$ cat config.mk
export PLATFORM = sky130hd
export DESIGN_NAME = tlsa_top
export DESIGN_NICKNAME = d
export VERILOG_FILES = /design/src/core/tlsa_pkg.sv /design/src/core/tlsa_top.sv /design/src/core/tlsa_pulse_div.sv
export SDC_FILE = /design/constraint.sdc
export NUM_CORES = 1
export LEC_CHECK = 0
export BUFFER_PORTS_ARGS = -buffer_cell sky130_fd_sc_hd__buf_2
export CAP_MARGIN = 25
export CORE_ASPECT_RATIO = 0.9
export CORE_UTILIZATION = 39
export CTS_CLUSTER_SIZE = 28
export DETAILED_ROUTE_END_ITERATION = 10
export PLACE_DENSITY_LB_ADDON = 0.12
export SLEW_MARGIN = 20
export SYNTH_ARGS = -nofsm -noshare
export SYNTH_HDL_FRONTEND = slang
export SYNTH_SLANG_ARGS = --single-unit
$ cat constraint.sdc
create_clock -name clk_i -period 10.7 [get_ports clk_i]
set_clock_uncertainty 0.05 [all_clocks]
set_input_delay 2.14 -clock clk_i [delete_from_list [all_inputs] [get_ports clk_i]]
set_output_delay 2.14 -clock clk_i [all_outputs]
set_load 0.01 [all_outputs]
$ cat src/core/tlsa_pkg.sv
// shared constants and types for the torque limit select and alarm block
package tlsa_pkg;
    // ------------------------------------------------------------
    // widths and timing
    // ------------------------------------------------------------
    localparam int LIM_W = 16;
    localparam int CAUSE_W = 8;
    localparam int CLK_HZ = 100_000_000;
    localparam int UV_TIME_MS = 60;
    localparam int UV_CYCLES = (CLK_HZ / 1000) * UV_TIME_MS;
    // ------------------------------------------------------------
    // register byte offsets
    // ------------------------------------------------------------
    localparam logic [5:0] OFS_FWD_LIMIT = 6'h00;
    localparam logic [5:0] OFS_REV_LIMIT = 6'h04;
    localparam logic [5:0] OFS_SECOND_LIMIT = 6'h08;
    localparam logic [5:0] OFS_ENC_PARAM_A = 6'h0C;
    localparam logic [5:0] OFS_ENC_PARAM_B = 6'h10;
    localparam logic [5:0] OFS_STATUS = 6'h14;
    localparam logic [5:0] OFS_IRQ_STATUS = 6'h18;
    localparam logic [5:0] OFS_IRQ_MASK = 6'h1C;
    localparam logic [5:0] OFS_APPLIED = 6'h20;
    // ------------------------------------------------------------
    // reset values
    // ------------------------------------------------------------
    localparam logic [15:0] RST_FWD_LIMIT = 16'hFFFF;
    localparam logic [15:0] RST_REV_LIMIT = 16'hFFFF;
    localparam logic [15:0] RST_SECOND_LIMIT = 16'hFFFF;
    localparam logic [15:0] RST_ENC_PARAM = 16'h0001;
    localparam logic [2:0] RST_IRQ_MASK = 3'h0;
    // ------------------------------------------------------------
    // field positions
    // ------------------------------------------------------------
    localparam int IRQ_ALARM = 0;
    localparam int IRQ_TLIM = 1;
    localparam int IRQ_UV = 2;
    localparam int IRQ_W = 3;
    localparam int ST_ALARM = 0;
    localparam int ST_UV = 1;
    localparam int ST_TLIM = 2;
    localparam int ST_POWER = 3;
    localparam int ST_HOME = 4;
    localparam int ST_CAUSE = 8;
    // ------------------------------------------------------------
    // types
    // ------------------------------------------------------------
    typedef struct packed {
        logic [LIM_W-1:0] fwd;
        logic [LIM_W-1:0] rev;
    } tlsa_limits_t;

    typedef struct packed {
        logic internal_limit_select;
        logic external_limit_select;
    } tlsa_select_t;

    typedef enum logic [1:0] {
        TLSA_SEL_PARAM,
        TLSA_SEL_ANALOG,
        TLSA_SEL_SECOND,
        TLSA_SEL_LOWER
    } tlsa_mode_t;
endpackage : tlsa_pkg

$ cat src/core/tlsa_top.sv
// torque limit selection, limiting flag and alarm handling with avalon registers
// Functional notes
// - both selects off: forward param for positive torque, reverse param for negative.
// - external select only: analog level both ways when below direction params.
// - internal select only: second internal limit both ways when below direction params.
// - both selects on: lower of analog level and second limit both ways.
// - direction param smaller than selected limit wins for that direction.
// - limiting flag high while torque reaches the applied limit.
// - any alarm drops the power stage enable at once.
// - alarm clears on reset input rising edge or control power cycle.
// - reset request ignored while alarm cause persists; alarm stays latched.
// - undervoltage alarm after control power failure lasting 60 ms.
// - any alarm invalidates home position; home return needed afterwards.
// - encoder pulse period set by two parameters.
// - torque always capped at the direction parameter.
//
// Our own choices: the Avalon-MM register port and the register addresses.
`timescale 1ns/1ps
`default_nettype none
module tlsa_top #(
    parameter int UV_COUNT = tlsa_pkg::UV_CYCLES
) (
    input wire logic clk_i,
    input wire logic arst_n_i,
    input wire logic [5:0] avs_address_i,
    input wire logic avs_read_i,
    input wire logic avs_write_i,
    input wire logic [31:0] avs_writedata_i,
    input wire logic [3:0] avs_byteenable_i,
    output logic [31:0] avs_readdata_o,
    output logic avs_waitrequest_o,
    input wire tlsa_pkg::tlsa_select_t select_i,
    input wire logic alarm_reset_input_i,
    input wire logic servo_on_input_i,
    input wire logic control_power_fail_i,
    input wire logic [tlsa_pkg::CAUSE_W-1:0] alarm_cause_i,
    input wire logic [tlsa_pkg::LIM_W-1:0] analog_limit_level_i,
    input wire logic [tlsa_pkg::LIM_W-1:0] torque_mag_i,
    input wire logic torque_neg_i,
    input wire logic home_done_i,
    output tlsa_pkg::tlsa_limits_t applied_limit_o,
    output logic torque_limited_flag_o,
    output logic power_stage_en_o,
    output logic alarm_o,
    output logic undervoltage_alarm_o,
    output logic home_valid_o,
    output logic encoder_pulse_o,
    output logic irq_o
);
    import tlsa_pkg::*;

    // ------------------------------------------------------------
    // helpers
    // ------------------------------------------------------------
    function automatic logic [LIM_W-1:0] lower(input logic [LIM_W-1:0] a,
                                               input logic [LIM_W-1:0] b);
        lower = (a < b) ? a : b;
    endfunction : lower

    function automatic logic [31:0] merge(input logic [31:0] old,
                                          input logic [31:0] data,
                                          input logic [3:0] be);
        logic [31:0] res;
        res = old;
        for (int i = 0; i < 4; i++)
        begin
            if (be[i])
                res[i*8 +: 8] = data[i*8 +: 8];
        end
        merge = res;
    endfunction : merge

    // ------------------------------------------------------------
    // pin synchronisers
    // ------------------------------------------------------------
    localparam int SYN_W = CAUSE_W + 5;
    logic [SYN_W-1:0] syn1_reg;
    logic [SYN_W-1:0] syn2_reg;
    logic [SYN_W-1:0] pins;
    logic int_sel;
    logic ext_sel;
    logic rst_req;
    logic servo_on_input;
    logic pfail;
    logic [CAUSE_W-1:0] cause;
    logic rst_req_d_reg;

    assign pins = {alarm_cause_i, control_power_fail_i, servo_on_input_i,
                   alarm_reset_input_i, select_i.internal_limit_select,
                   select_i.external_limit_select};

    always_ff @(posedge clk_i or negedge arst_n_i)
    begin
        if (!arst_n_i)
        begin
            syn1_reg <= '0;
            syn2_reg <= '0;
        end
        else
        begin
            syn1_reg <= pins;
            syn2_reg <= syn1_reg;
        end
    end

    // active-high pins: on is one, off is zero
    assign ext_sel = syn2_reg[0];
    assign int_sel = syn2_reg[1];
    assign rst_req = syn2_reg[2];
    assign servo_on_input = syn2_reg[3];
    assign pfail = syn2_reg[4];
    assign cause = syn2_reg[SYN_W-1:5];

    always_ff @(posedge clk_i or negedge arst_n_i)
    begin
        if (!arst_n_i)
            rst_req_d_reg <= 1'b0;
        else
            rst_req_d_reg <= rst_req;
    end

    // ------------------------------------------------------------
    // software registers
    // ------------------------------------------------------------
    logic [LIM_W-1:0] fwd_reg;
    logic [LIM_W-1:0] rev_reg;
    logic [LIM_W-1:0] second_reg;
    logic [15:0] enc_a_reg;
    logic [15:0] enc_b_reg;
    logic [IRQ_W-1:0] irq_stat_reg;
    logic [IRQ_W-1:0] irq_mask_reg;
    logic [IRQ_W-1:0] irq_event;
    logic [IRQ_W-1:0] irq_clr;
    logic wr_acc;
    logic rd_cap;

    // a request is answered one cycle after it is first seen
    assign rd_cap = (avs_read_i || avs_write_i) && avs_waitrequest_o;
    assign wr_acc = avs_write_i && !avs_waitrequest_o;

    always_ff @(posedge clk_i or negedge arst_n_i)
    begin
        if (!arst_n_i)
            avs_waitrequest_o <= 1'b1;
        else
            avs_waitrequest_o <= !rd_cap;
    end

    always_ff @(posedge clk_i or negedge arst_n_i)
    begin
        if (!arst_n_i)
        begin
            fwd_reg <= RST_FWD_LIMIT;
            rev_reg <= RST_REV_LIMIT;
            second_reg <= RST_SECOND_LIMIT;
            enc_a_reg <= RST_ENC_PARAM;
            enc_b_reg <= RST_ENC_PARAM;
            irq_mask_reg <= RST_IRQ_MASK;
        end
        else if (wr_acc)
        begin
            case (avs_address_i)
                OFS_FWD_LIMIT:
                    fwd_reg <= 16'(merge({16'h0000, fwd_reg}, avs_writedata_i,
                                         avs_byteenable_i));
                OFS_REV_LIMIT:
                    rev_reg <= 16'(merge({16'h0000, rev_reg}, avs_writedata_i,
                                         avs_byteenable_i));
                OFS_SECOND_LIMIT:
                    second_reg <= 16'(merge({16'h0000, second_reg}, avs_writedata_i,
                                            avs_byteenable_i));
                OFS_ENC_PARAM_A:
                    enc_a_reg <= 16'(merge({16'h0000, enc_a_reg}, avs_writedata_i,
                                           avs_byteenable_i));
                OFS_ENC_PARAM_B:
                    enc_b_reg <= 16'(merge({16'h0000, enc_b_reg}, avs_writedata_i,
                                           avs_byteenable_i));
                OFS_IRQ_MASK:
                    if (avs_byteenable_i[0])
                        irq_mask_reg <= avs_writedata_i[IRQ_W-1:0];
                default:
                    ;
            endcase
        end
    end

    // ------------------------------------------------------------
    // limit selection, re-evaluated every cycle
    // ------------------------------------------------------------
    tlsa_mode_t mode;
    logic [LIM_W-1:0] sel_lim;
    tlsa_limits_t lim_next;

    always_comb
    begin
        case ({int_sel, ext_sel})
            2'b01: mode = TLSA_SEL_ANALOG;
            2'b10: mode = TLSA_SEL_SECOND;
            2'b11: mode = TLSA_SEL_LOWER;
            default: mode = TLSA_SEL_PARAM;
        endcase
    end

    always_comb
    begin
        sel_lim = {LIM_W{1'b1}};
        case (mode)
            TLSA_SEL_PARAM: sel_lim = {LIM_W{1'b1}};
            TLSA_SEL_ANALOG: sel_lim = analog_limit_level_i;
            TLSA_SEL_SECOND: sel_lim = second_reg;
            TLSA_SEL_LOWER: sel_lim = lower(analog_limit_level_i, second_reg);
            default: sel_lim = {LIM_W{1'b1}};
        endcase
        // direction params cap whatever was selected
        lim_next.fwd = lower(fwd_reg, sel_lim);
        lim_next.rev = lower(rev_reg, sel_lim);
    end

    always_ff @(posedge clk_i or negedge arst_n_i)
    begin
        if (!arst_n_i)
            applied_limit_o <= '0;
        else
            applied_limit_o <= lim_next;
    end

    // positive torque: forward driving or reverse regeneration
    logic tlim_next;
    assign tlim_next = torque_neg_i ? (torque_mag_i >= applied_limit_o.rev)
                                    : (torque_mag_i >= applied_limit_o.fwd);

    always_ff @(posedge clk_i or negedge arst_n_i)
    begin
        if (!arst_n_i)
            torque_limited_flag_o <= 1'b0;
        else
            torque_limited_flag_o <= tlim_next;
    end

    // ------------------------------------------------------------
    // undervoltage timer
    // ------------------------------------------------------------
    logic [31:0] uv_cnt_reg;
    logic uv_cond;

    // full power loss resets the whole block, so only partial dips count here
    always_ff @(posedge clk_i or negedge arst_n_i)
    begin
        if (!arst_n_i)
            uv_cnt_reg <= 32'h0000_0000;
        else if (!pfail)
            uv_cnt_reg <= 32'h0000_0000;
        else if (uv_cnt_reg < 32'(UV_COUNT))
            uv_cnt_reg <= uv_cnt_reg + 32'h0000_0001;
    end

    assign uv_cond = (uv_cnt_reg >= 32'(UV_COUNT));

    // ------------------------------------------------------------
    // alarm latch
    // ------------------------------------------------------------
    logic cond_now;
    logic rst_edge;
    logic alarm_next;
    logic uv_next;

    assign cond_now = (|cause) || uv_cond;
    assign rst_edge = rst_req && !rst_req_d_reg;

    // a present cause always wins over a reset request
    always_comb
    begin
        alarm_next = alarm_o;
        uv_next = undervoltage_alarm_o;
        if (rst_edge && !cond_now)
        begin
            alarm_next = 1'b0;
            uv_next = 1'b0;
        end
        if (cond_now)
            alarm_next = 1'b1;
        if (uv_cond)
            uv_next = 1'b1;
    end

    always_ff @(posedge clk_i or negedge arst_n_i)
    begin
        if (!arst_n_i)
        begin
            alarm_o <= 1'b0;
            undervoltage_alarm_o <= 1'b0;
        end
        else
        begin
            alarm_o <= alarm_next;
            undervoltage_alarm_o <= uv_next;
        end
    end

    // drive dies in the same cycle the alarm latches
    always_ff @(posedge clk_i or negedge arst_n_i)
    begin
        if (!arst_n_i)
            power_stage_en_o <= 1'b0;
        else
            power_stage_en_o <= servo_on_input && !alarm_next;
    end

    // ------------------------------------------------------------
    // home position validity
    // ------------------------------------------------------------
    always_ff @(posedge clk_i or negedge arst_n_i)
    begin
        if (!arst_n_i)
            home_valid_o <= 1'b0;
        else if (alarm_next)
            home_valid_o <= 1'b0;
        else if (home_done_i)
            home_valid_o <= 1'b1;
    end

    // ------------------------------------------------------------
    // interrupts
    // ------------------------------------------------------------
    assign irq_event[IRQ_ALARM] = alarm_next && !alarm_o;
    assign irq_event[IRQ_TLIM] = tlim_next && !torque_limited_flag_o;
    assign irq_event[IRQ_UV] = uv_next && !undervoltage_alarm_o;
    assign irq_clr = (wr_acc && avs_address_i == OFS_IRQ_STATUS && avs_byteenable_i[0])
                     ? avs_writedata_i[IRQ_W-1:0] : '0;

    always_ff @(posedge clk_i or negedge arst_n_i)
    begin
        if (!arst_n_i)
            irq_stat_reg <= '0;
        else
            irq_stat_reg <= (irq_stat_reg & ~irq_clr) | irq_event;
    end

    always_ff @(posedge clk_i or negedge arst_n_i)
    begin
        if (!arst_n_i)
            irq_o <= 1'b0;
        else
            irq_o <= |(((irq_stat_reg & ~irq_clr) | irq_event) & irq_mask_reg);
    end

    // ------------------------------------------------------------
    // read data
    // ------------------------------------------------------------
    logic [31:0] status_word;

    always_comb
    begin
        status_word = 32'h0000_0000;
        status_word[ST_ALARM] = alarm_o;
        status_word[ST_UV] = undervoltage_alarm_o;
        status_word[ST_TLIM] = torque_limited_flag_o;
        status_word[ST_POWER] = power_stage_en_o;
        status_word[ST_HOME] = home_valid_o;
        status_word[ST_CAUSE +: CAUSE_W] = cause;
    end

    always_ff @(posedge clk_i or negedge arst_n_i)
    begin
        if (!arst_n_i)
            avs_readdata_o <= 32'h0000_0000;
        else if (rd_cap)
        begin
            case (avs_address_i)
                OFS_FWD_LIMIT: avs_readdata_o <= {16'h0000, fwd_reg};
                OFS_REV_LIMIT: avs_readdata_o <= {16'h0000, rev_reg};
                OFS_SECOND_LIMIT: avs_readdata_o <= {16'h0000, second_reg};
                OFS_ENC_PARAM_A: avs_readdata_o <= {16'h0000, enc_a_reg};
                OFS_ENC_PARAM_B: avs_readdata_o <= {16'h0000, enc_b_reg};
                OFS_STATUS: avs_readdata_o <= status_word;
                OFS_IRQ_STATUS: avs_readdata_o <= {29'h0000_0000, irq_stat_reg};
                OFS_IRQ_MASK: avs_readdata_o <= {29'h0000_0000, irq_mask_reg};
                OFS_APPLIED: avs_readdata_o <= applied_limit_o;
                default: avs_readdata_o <= 32'h0000_0000;
            endcase
        end
    end

    // ------------------------------------------------------------
    // encoder pulse output
    // ------------------------------------------------------------
    tlsa_pulse_div u_pulse (
        .clk_i(clk_i),
        .arst_n_i(arst_n_i),
        .enable_i(power_stage_en_o),
        .encoder_pulse_param_a_i(enc_a_reg),
        .encoder_pulse_param_b_i(enc_b_reg),
        .pulse_o(encoder_pulse_o)
    );
endmodule : tlsa_top
`default_nettype wire

$ cat src/core/tlsa_pulse_div.sv
// encoder output pulse train divider
`timescale 1ns/1ps
`default_nettype none
module tlsa_pulse_div (
    input wire logic clk_i,
    input wire logic arst_n_i,
    input wire logic enable_i,
    input wire logic [15:0] encoder_pulse_param_a_i,
    input wire logic [15:0] encoder_pulse_param_b_i,
    output logic pulse_o
);
    import tlsa_pkg::*;
    // ------------------------------------------------------------
    // half period is a times b cycles; zero counts as one
    // ------------------------------------------------------------
    logic [31:0] half_reg;
    logic [31:0] cnt_reg;
    logic [15:0] mul_a;
    logic [15:0] mul_b;

    assign mul_a = (encoder_pulse_param_a_i == 16'h0000) ? 16'h0001 : encoder_pulse_param_a_i;
    assign mul_b = (encoder_pulse_param_b_i == 16'h0000) ? 16'h0001 : encoder_pulse_param_b_i;

    always_ff @(posedge clk_i or negedge arst_n_i)
    begin
        if (!arst_n_i)
            half_reg <= 32'h0000_0001;
        else
            half_reg <= {16'h0000, mul_a} * {16'h0000, mul_b};
    end

    // period change takes effect one cycle later, mid-count; a smaller value can end the current count early
    always_ff @(posedge clk_i or negedge arst_n_i)
    begin
        if (!arst_n_i)
        begin
            cnt_reg <= 32'h0000_0000;
            pulse_o <= 1'b0;
        end
        else if (!enable_i)
        begin
            cnt_reg <= 32'h0000_0000;
            pulse_o <= 1'b0;
        end
        else if (cnt_reg >= half_reg - 32'h0000_0001)
        begin
            cnt_reg <= 32'h0000_0000;
            pulse_o <= ~pulse_o;
        end
        else
            cnt_reg <= cnt_reg + 32'h0000_0001;
    end
endmodule : tlsa_pulse_div
`default_nettype wire

Yosys cells after proc, flatten, opt, wreduce, memory -nomap -nowiden --
Index checks and enable logic that the tools add are counted.
Cells by class: bitwise gates (word level) 5, mux-type cells 22, reduce and logical (&&, ||, !) cells 38, equality and inequality tests 16, multipliers 1, order comparisons 8, $add $sub $neg 3
Operators with widths (count):
- $pmux W32 S9 | 1
- $mux W32 | 4
- $mux W16 | 5
- $add A32 B1 Y32 const B | 2
- $pmux W16 S4 | 1
- $lt A16 B16 Y1 | 3
- $reduce_and A3 Y1 | 11
- $ge A16 B16 Y1 | 2
- $ge A32 B23 Y1 const B | 1
- $ge A32 B32 Y1 | 1
- $logic_not A16 Y1 | 2
- $lt A32 B23 Y1 const B | 1
- $mul A16 B16 Y32 | 1
- $sub A32 B1 Y32 const B | 1
- $eq A6 B5 Y1 const B | 4
- $eq A6 B4 Y1 const B | 2
- $logic_and A1 B1 Y1 | 10
- $mux W1 | 9
- $eq A2 B2 Y1 const B | 4
- $logic_not A1 Y1 | 8
- $reduce_or A8 Y1 | 1
- $and A3 B3 Y3 | 2
- $eq A6 B3 Y1 const B | 1
- $eq A6 B6 Y1 const B | 1
- 12 further kinds | 15
Storage, ports and cells: word-level logic and storage cells 122, register bits 281, output and inout port bits 72, input bits 93

Depth between registers and ports, before layout --
depth after elaboration 10, gate-level depth with buffers 26, mapped depth without buffers 24

By module --
A second synthesis with hierarchy kept.
Second synthesis, totals: cell total of the unflattened synthesis 2357, area total of the unflattened synthesis 23379.9 um^2
Modules (own cells, without submodules):
- tlsa_pulse_div | area an instance 12231.7 um^2, instances 1, sequential area each 1627.8 um^2, cells each 1373
- tlsa_top | area an instance 11148.2 um^2, instances 1, sequential area each 5469.0 um^2, cells each 984

Worst setup path after synthesis --
Ideal clock, no wire load.
kind register to register, start register enc_a_reg[12], end register u_pulse.half_reg[24], data arrival time 6.568 ns, buffers on the path 2, slack 4.012 ns, period minus slack after synthesis 6.688 ns, library setup time 0.069 ns, cell stages (with the launch flop) 23, required time 10.581 ns, cell sequence dfrtp_1 clkbuf_1 nor4_1 a41oi_1 clkbuf_1 nand2b_1 fa_1 fa_1 inv_1 fa_1 fa_1 fa_1 inv_1 fa_1 inv_1 ha_1 a21oi_1 o2111ai_1 a31oi_1 a21oi_1 a21o_1 or4b_2 nand3_1
Between the ends: cells in the longest elaborated chain, start to end 3
RTL lines:
- from (decl) | RTL line tlsa_top.sv:128 | logic [15:0] enc_a_reg;
- from (signal assigned) | RTL line tlsa_top.sv:173 | enc_a_reg <= 16'(merge({16'h0000, enc_a_reg}, avs_writedata_i,
- $logic_not A16 Y1 | RTL line tlsa_pulse_div.sv:21 | assign mul_a = (encoder_pulse_param_a_i == 16'h0000) ? 16'h0001 : encoder_pulse_param_a_i;
- $mux W16 * | RTL line tlsa_pulse_div.sv:21
- $mul A16 B16 Y32 * | RTL line tlsa_pulse_div.sv:29 | half_reg <= {16'h0000, mul_a} * {16'h0000, mul_b};
- to (signal assigned) | RTL line tlsa_pulse_div.sv:29
- to (decl) | RTL line tlsa_pulse_div.sv:16 | logic [31:0] half_reg;
Mark *: on every way between the ends. The rest lies on a longest branch, timed or not. A chain may end at the register's enable or synchronous reset.

Worst setup path after layout --
start register enc_a_reg[4], end register u_pulse.half_reg[24]
The elaborated chain is that of the path after synthesis.

==> impl_results.md <==
- Status: finished clean
- Mapped Nets: between 2,000 and 3,000
- Reg2reg start: enc_a_reg[4]
- Final setup fails: 0
- Post-CTS Setup Inserts: 0
- Total of max-cap violations: 0
- Dominant cells by area after synthesis: dfrtp_1 (25%), fa_1 (17%), ha_1 (12%)
- Arrival time worst endpoint: 8.12 ns
- Root Buffer Master: clkbuf_16
- IO Port Bufs: 146
- NetSw: approximately 0.92 mW
- DP HPWL: roughly 46 mm
- Layout overhead on the synthesized area: 11.84%
- FFs w/ async S/R, synth: 1.000
- WL final: 61.30 mm
- Layout cell share with drive strength beyond 1: 0.1690
- Critical Path RT: 11.12 ns
- Sequential power share: 0.389
- Post-Syn Area: 0.02305 mm²
- Initial core utilization: 0.3945
- Yosys cell types: 73
- Critical Path Fanout Max: 19
- GR Overflow Total: 0
- Worst hold path cell count: 0
- Most frequent cell after synthesis: inv_1
- Switching fraction of total power: 0.3008
- Commonest cells post-synth: inv_1 (313), nand2_1 (233), dfrtp_1 (229)
- Hold Crit Class: flip-flop to flip-flop
- Fin crit share: 0.7190
- Fin. max-slew vios: 0
- Count of antenna-violating nets left after detailed routing: 0
- Sequential area share after synthesis: 0.3079
- CTS H-tree depth: 2
- Setup Total Neg Slack: 0 ns
- FF-to-FF path depth: 21
- Die extent in y: 232.6 µm
- CTS Buf Count: 35
- Area of the multi-input gates: 0.01440 mm²
- Crit Path Class: flip-flop to flip-flop
- Int Power: 2.135 mW
- Clk_lat worst skew: 0.55 ns
- Fillcell total: 5,704
- # rows: 84
- Clock-pin slew on the worst setup and hold paths: 0.06 ns
- Critical R2R Capture: u_pulse.half_reg[24]
- Synthesized instance count: 2,302
- Setup crit start: enc_a_reg[4]
- Global-route wire length before repair: 97.26 mm
- # resized after CTS: 0
- Post-Syn Area per Cell: 10.01 µm²
- Flops & latches, synth: 281
- Power per standard cell area: between 100 and 150 mW/mm²
- Yosys warns: 0
- CTS tree: done
- Flop2flop setup slack: 3.01 ns
- Chip width: between 200 and 300 µm
- Initial DRT Pass Iterations: 6
- Largest net degree at the start of global routing: 153
- Clock share of power: 0.405
- Post-layout util: 0.4412
- Largest area contributor in the netlist: dfrtp_1
- Prevailing post-synth register cell: dfrtp_1
- Iteration-0 DRC Markers: 1,037
- Combinational Power Share: 0.206
- CORE AREA: 0.05844 mm²
- RSZ-0062 raised after global routing: false
- Max Fclk: 130.0 MHz
- Initial antenna violation count: 2
- Min Tclk post-route: 7.693 ns
- Top cell type's share of synthesized area: 0.2486
- Drt drc: 0
- EDFF count, synth: 0
- Maximum vdd drop: 0.1102 mV
- Setup crit end kind: flip-flop
- Worst Tran Pin Value: 0.9977 ns
- FF+latch area: 0.007097 mm²
- Hold Vio Cnt, Final: 0
- Routability congestion estimate: a little under 0.9
- Clock Tree Buf Depth: 3
- Hold WS: between 0.2 and 0.3 ns
- End of the critical path: u_pulse.half_reg[24]
- GRT Util Overall: 0.2073
- WL/cell: 19.11 µm
- Static Leak: around 13 nW
- Crit path launch type: flip-flop
- Avg Vias per Cell: ~5.3
- Post-layout net count: 2,909
- Overall Power: 3.054 mW
- Boundary pin count: 165
- Die area: 0.06009 mm²
- CTS Hold Bufs: 0
- Via count: approximately 17,000
- Slew Limit Headroom: 0.3349
- CTS sink cnt: 281
- Vias in the first global route: between 15,000 and 20,000
-- metrics by stage --
stage / instances / worst slack (ns) / cell area [µm²]
global placement: 3140 / 3.157 / 24540
global route: 3206 / 2.622 / 25780
CTS: 3205 / 3.040 / 25770
finish: 3207 / 3.007 / 25780
floorplan: 2302 / 4.012 / 23050
detailed placement: 3141 / 3.070 / 24550
-- worst min path at each step --
stage / from / end / slack [ns]
2_1_floorplan: syn1_reg[0] / syn2_reg[0] / 0.28
3_3_place_gp: syn1_reg[4] / syn2_reg[4] / 0.28
3_5_place_dp: syn1_reg[4] / syn2_reg[4] / 0.29
6_report: syn1_reg[12] / syn2_reg[12] / 0.29
4_1_cts: syn1_reg[12] / syn2_reg[12] / 0.29
5_1_grt: syn1_reg[12] / syn2_reg[12] / 0.29
-- placed cells by master, fill, tap and decap left out, types with 8 or more instances in the layout --
cell type    n
a211oi_1    11
a21o_1      39
a21oi_1     66
a222oi_1    10
a22o_1      17
a22oi_1     20
and2_1     130
and3_1      12
and4_1       8
buf_2      145
buf_4       19
clkbuf_16   36
clkbuf_8    13
dfrtp_1    229
dfstp_2     52
fa_1       194
ha_1       217
inv_1      313
mux2_2     107
mux2_4       9
mux2i_1     18
nand2_1    232
nand2b_1    14
nand3_1     38
nand4_1     24
nor2_1      89
nor2b_1     25
nor3_1      30
nor4_1      16
o21a_1       9
o21ai_0     66
o22a_1      15
xnor2_1     73
xor2_1      29
-- worst max-delay path, stage by stage (launching register included) --
cell	delay [ns]
dfrtp_1	0.67
nor3_1	0.60
a41oi_1	0.18
buf_4	0.25
nand2b_1	0.19
fa_1	0.53
fa_1	0.55
inv_1	0.06
fa_1	0.51
fa_1	0.53
fa_1	0.55
inv_1	0.06
fa_1	0.53
inv_1	0.04
ha_1	0.35
a21oi_1	0.25
o21ai_0	0.14
nor3_1	0.40
a21oi_1	0.18
a21o_1	0.24
or4b_2	0.64
nand3_1	0.10
-- power by group through the flow --
stage	Sequential, mW	Clock, mW	Combinational, mW
after global placement	1.20	0	0.614
final	1.19	1.24	0.629
after detailed placement	1.21	0	0.629
after global routing	1.19	1.31	0.718
after floorplan	1.16	0	0.446
after CTS	1.19	1.27	0.634
-- final cells by class --
cell class	count	area share
Antenna cell	1	0.00009706
Tap cell	774	0.03756
Sequential cell	281	0.2753
Clock inverter	8	0.004076
Timing Repair Buffer	168	0.03606
Multi-Input combinational cell	1606	0.5585
Inverter	313	0.04557
Clock buffer	56	0.04290
-- kinds of logic after synthesis --
group | count (synthesis) | synth area share
buffers and inverters | 415 | 0.06833
multiplexers | 134 | 0.06595
XOR/XNOR | 102 | 0.03875
AO/OA/AOI/OAI | 310 | 0.09281
flip-flops | 281 | 0.3079
adder cells (fa/ha/maj) | 411 | 0.2863
AND/OR/NAND/NOR | 649 | 0.1400
-- routing by layer --
| metal | global-route usage | up-vias | wire length (µm) | part of all wire |
|---|---|---|---|---|
| met5 | 0 | - | 13 | 0.00021 |
| met2 | 0.3103 | 357 | 26990 | 0.44 |
| met1 | 0.3070 | 8614 | 29870 | 0.49 |
| met4 | 0.05085 | 2 | 1120 | 0.018 |
| li1 | - | 7845 | - | - |
| met3 | 0.03791 | 78 | 3304 | 0.054 |
(Power assumes the default switching activity.)
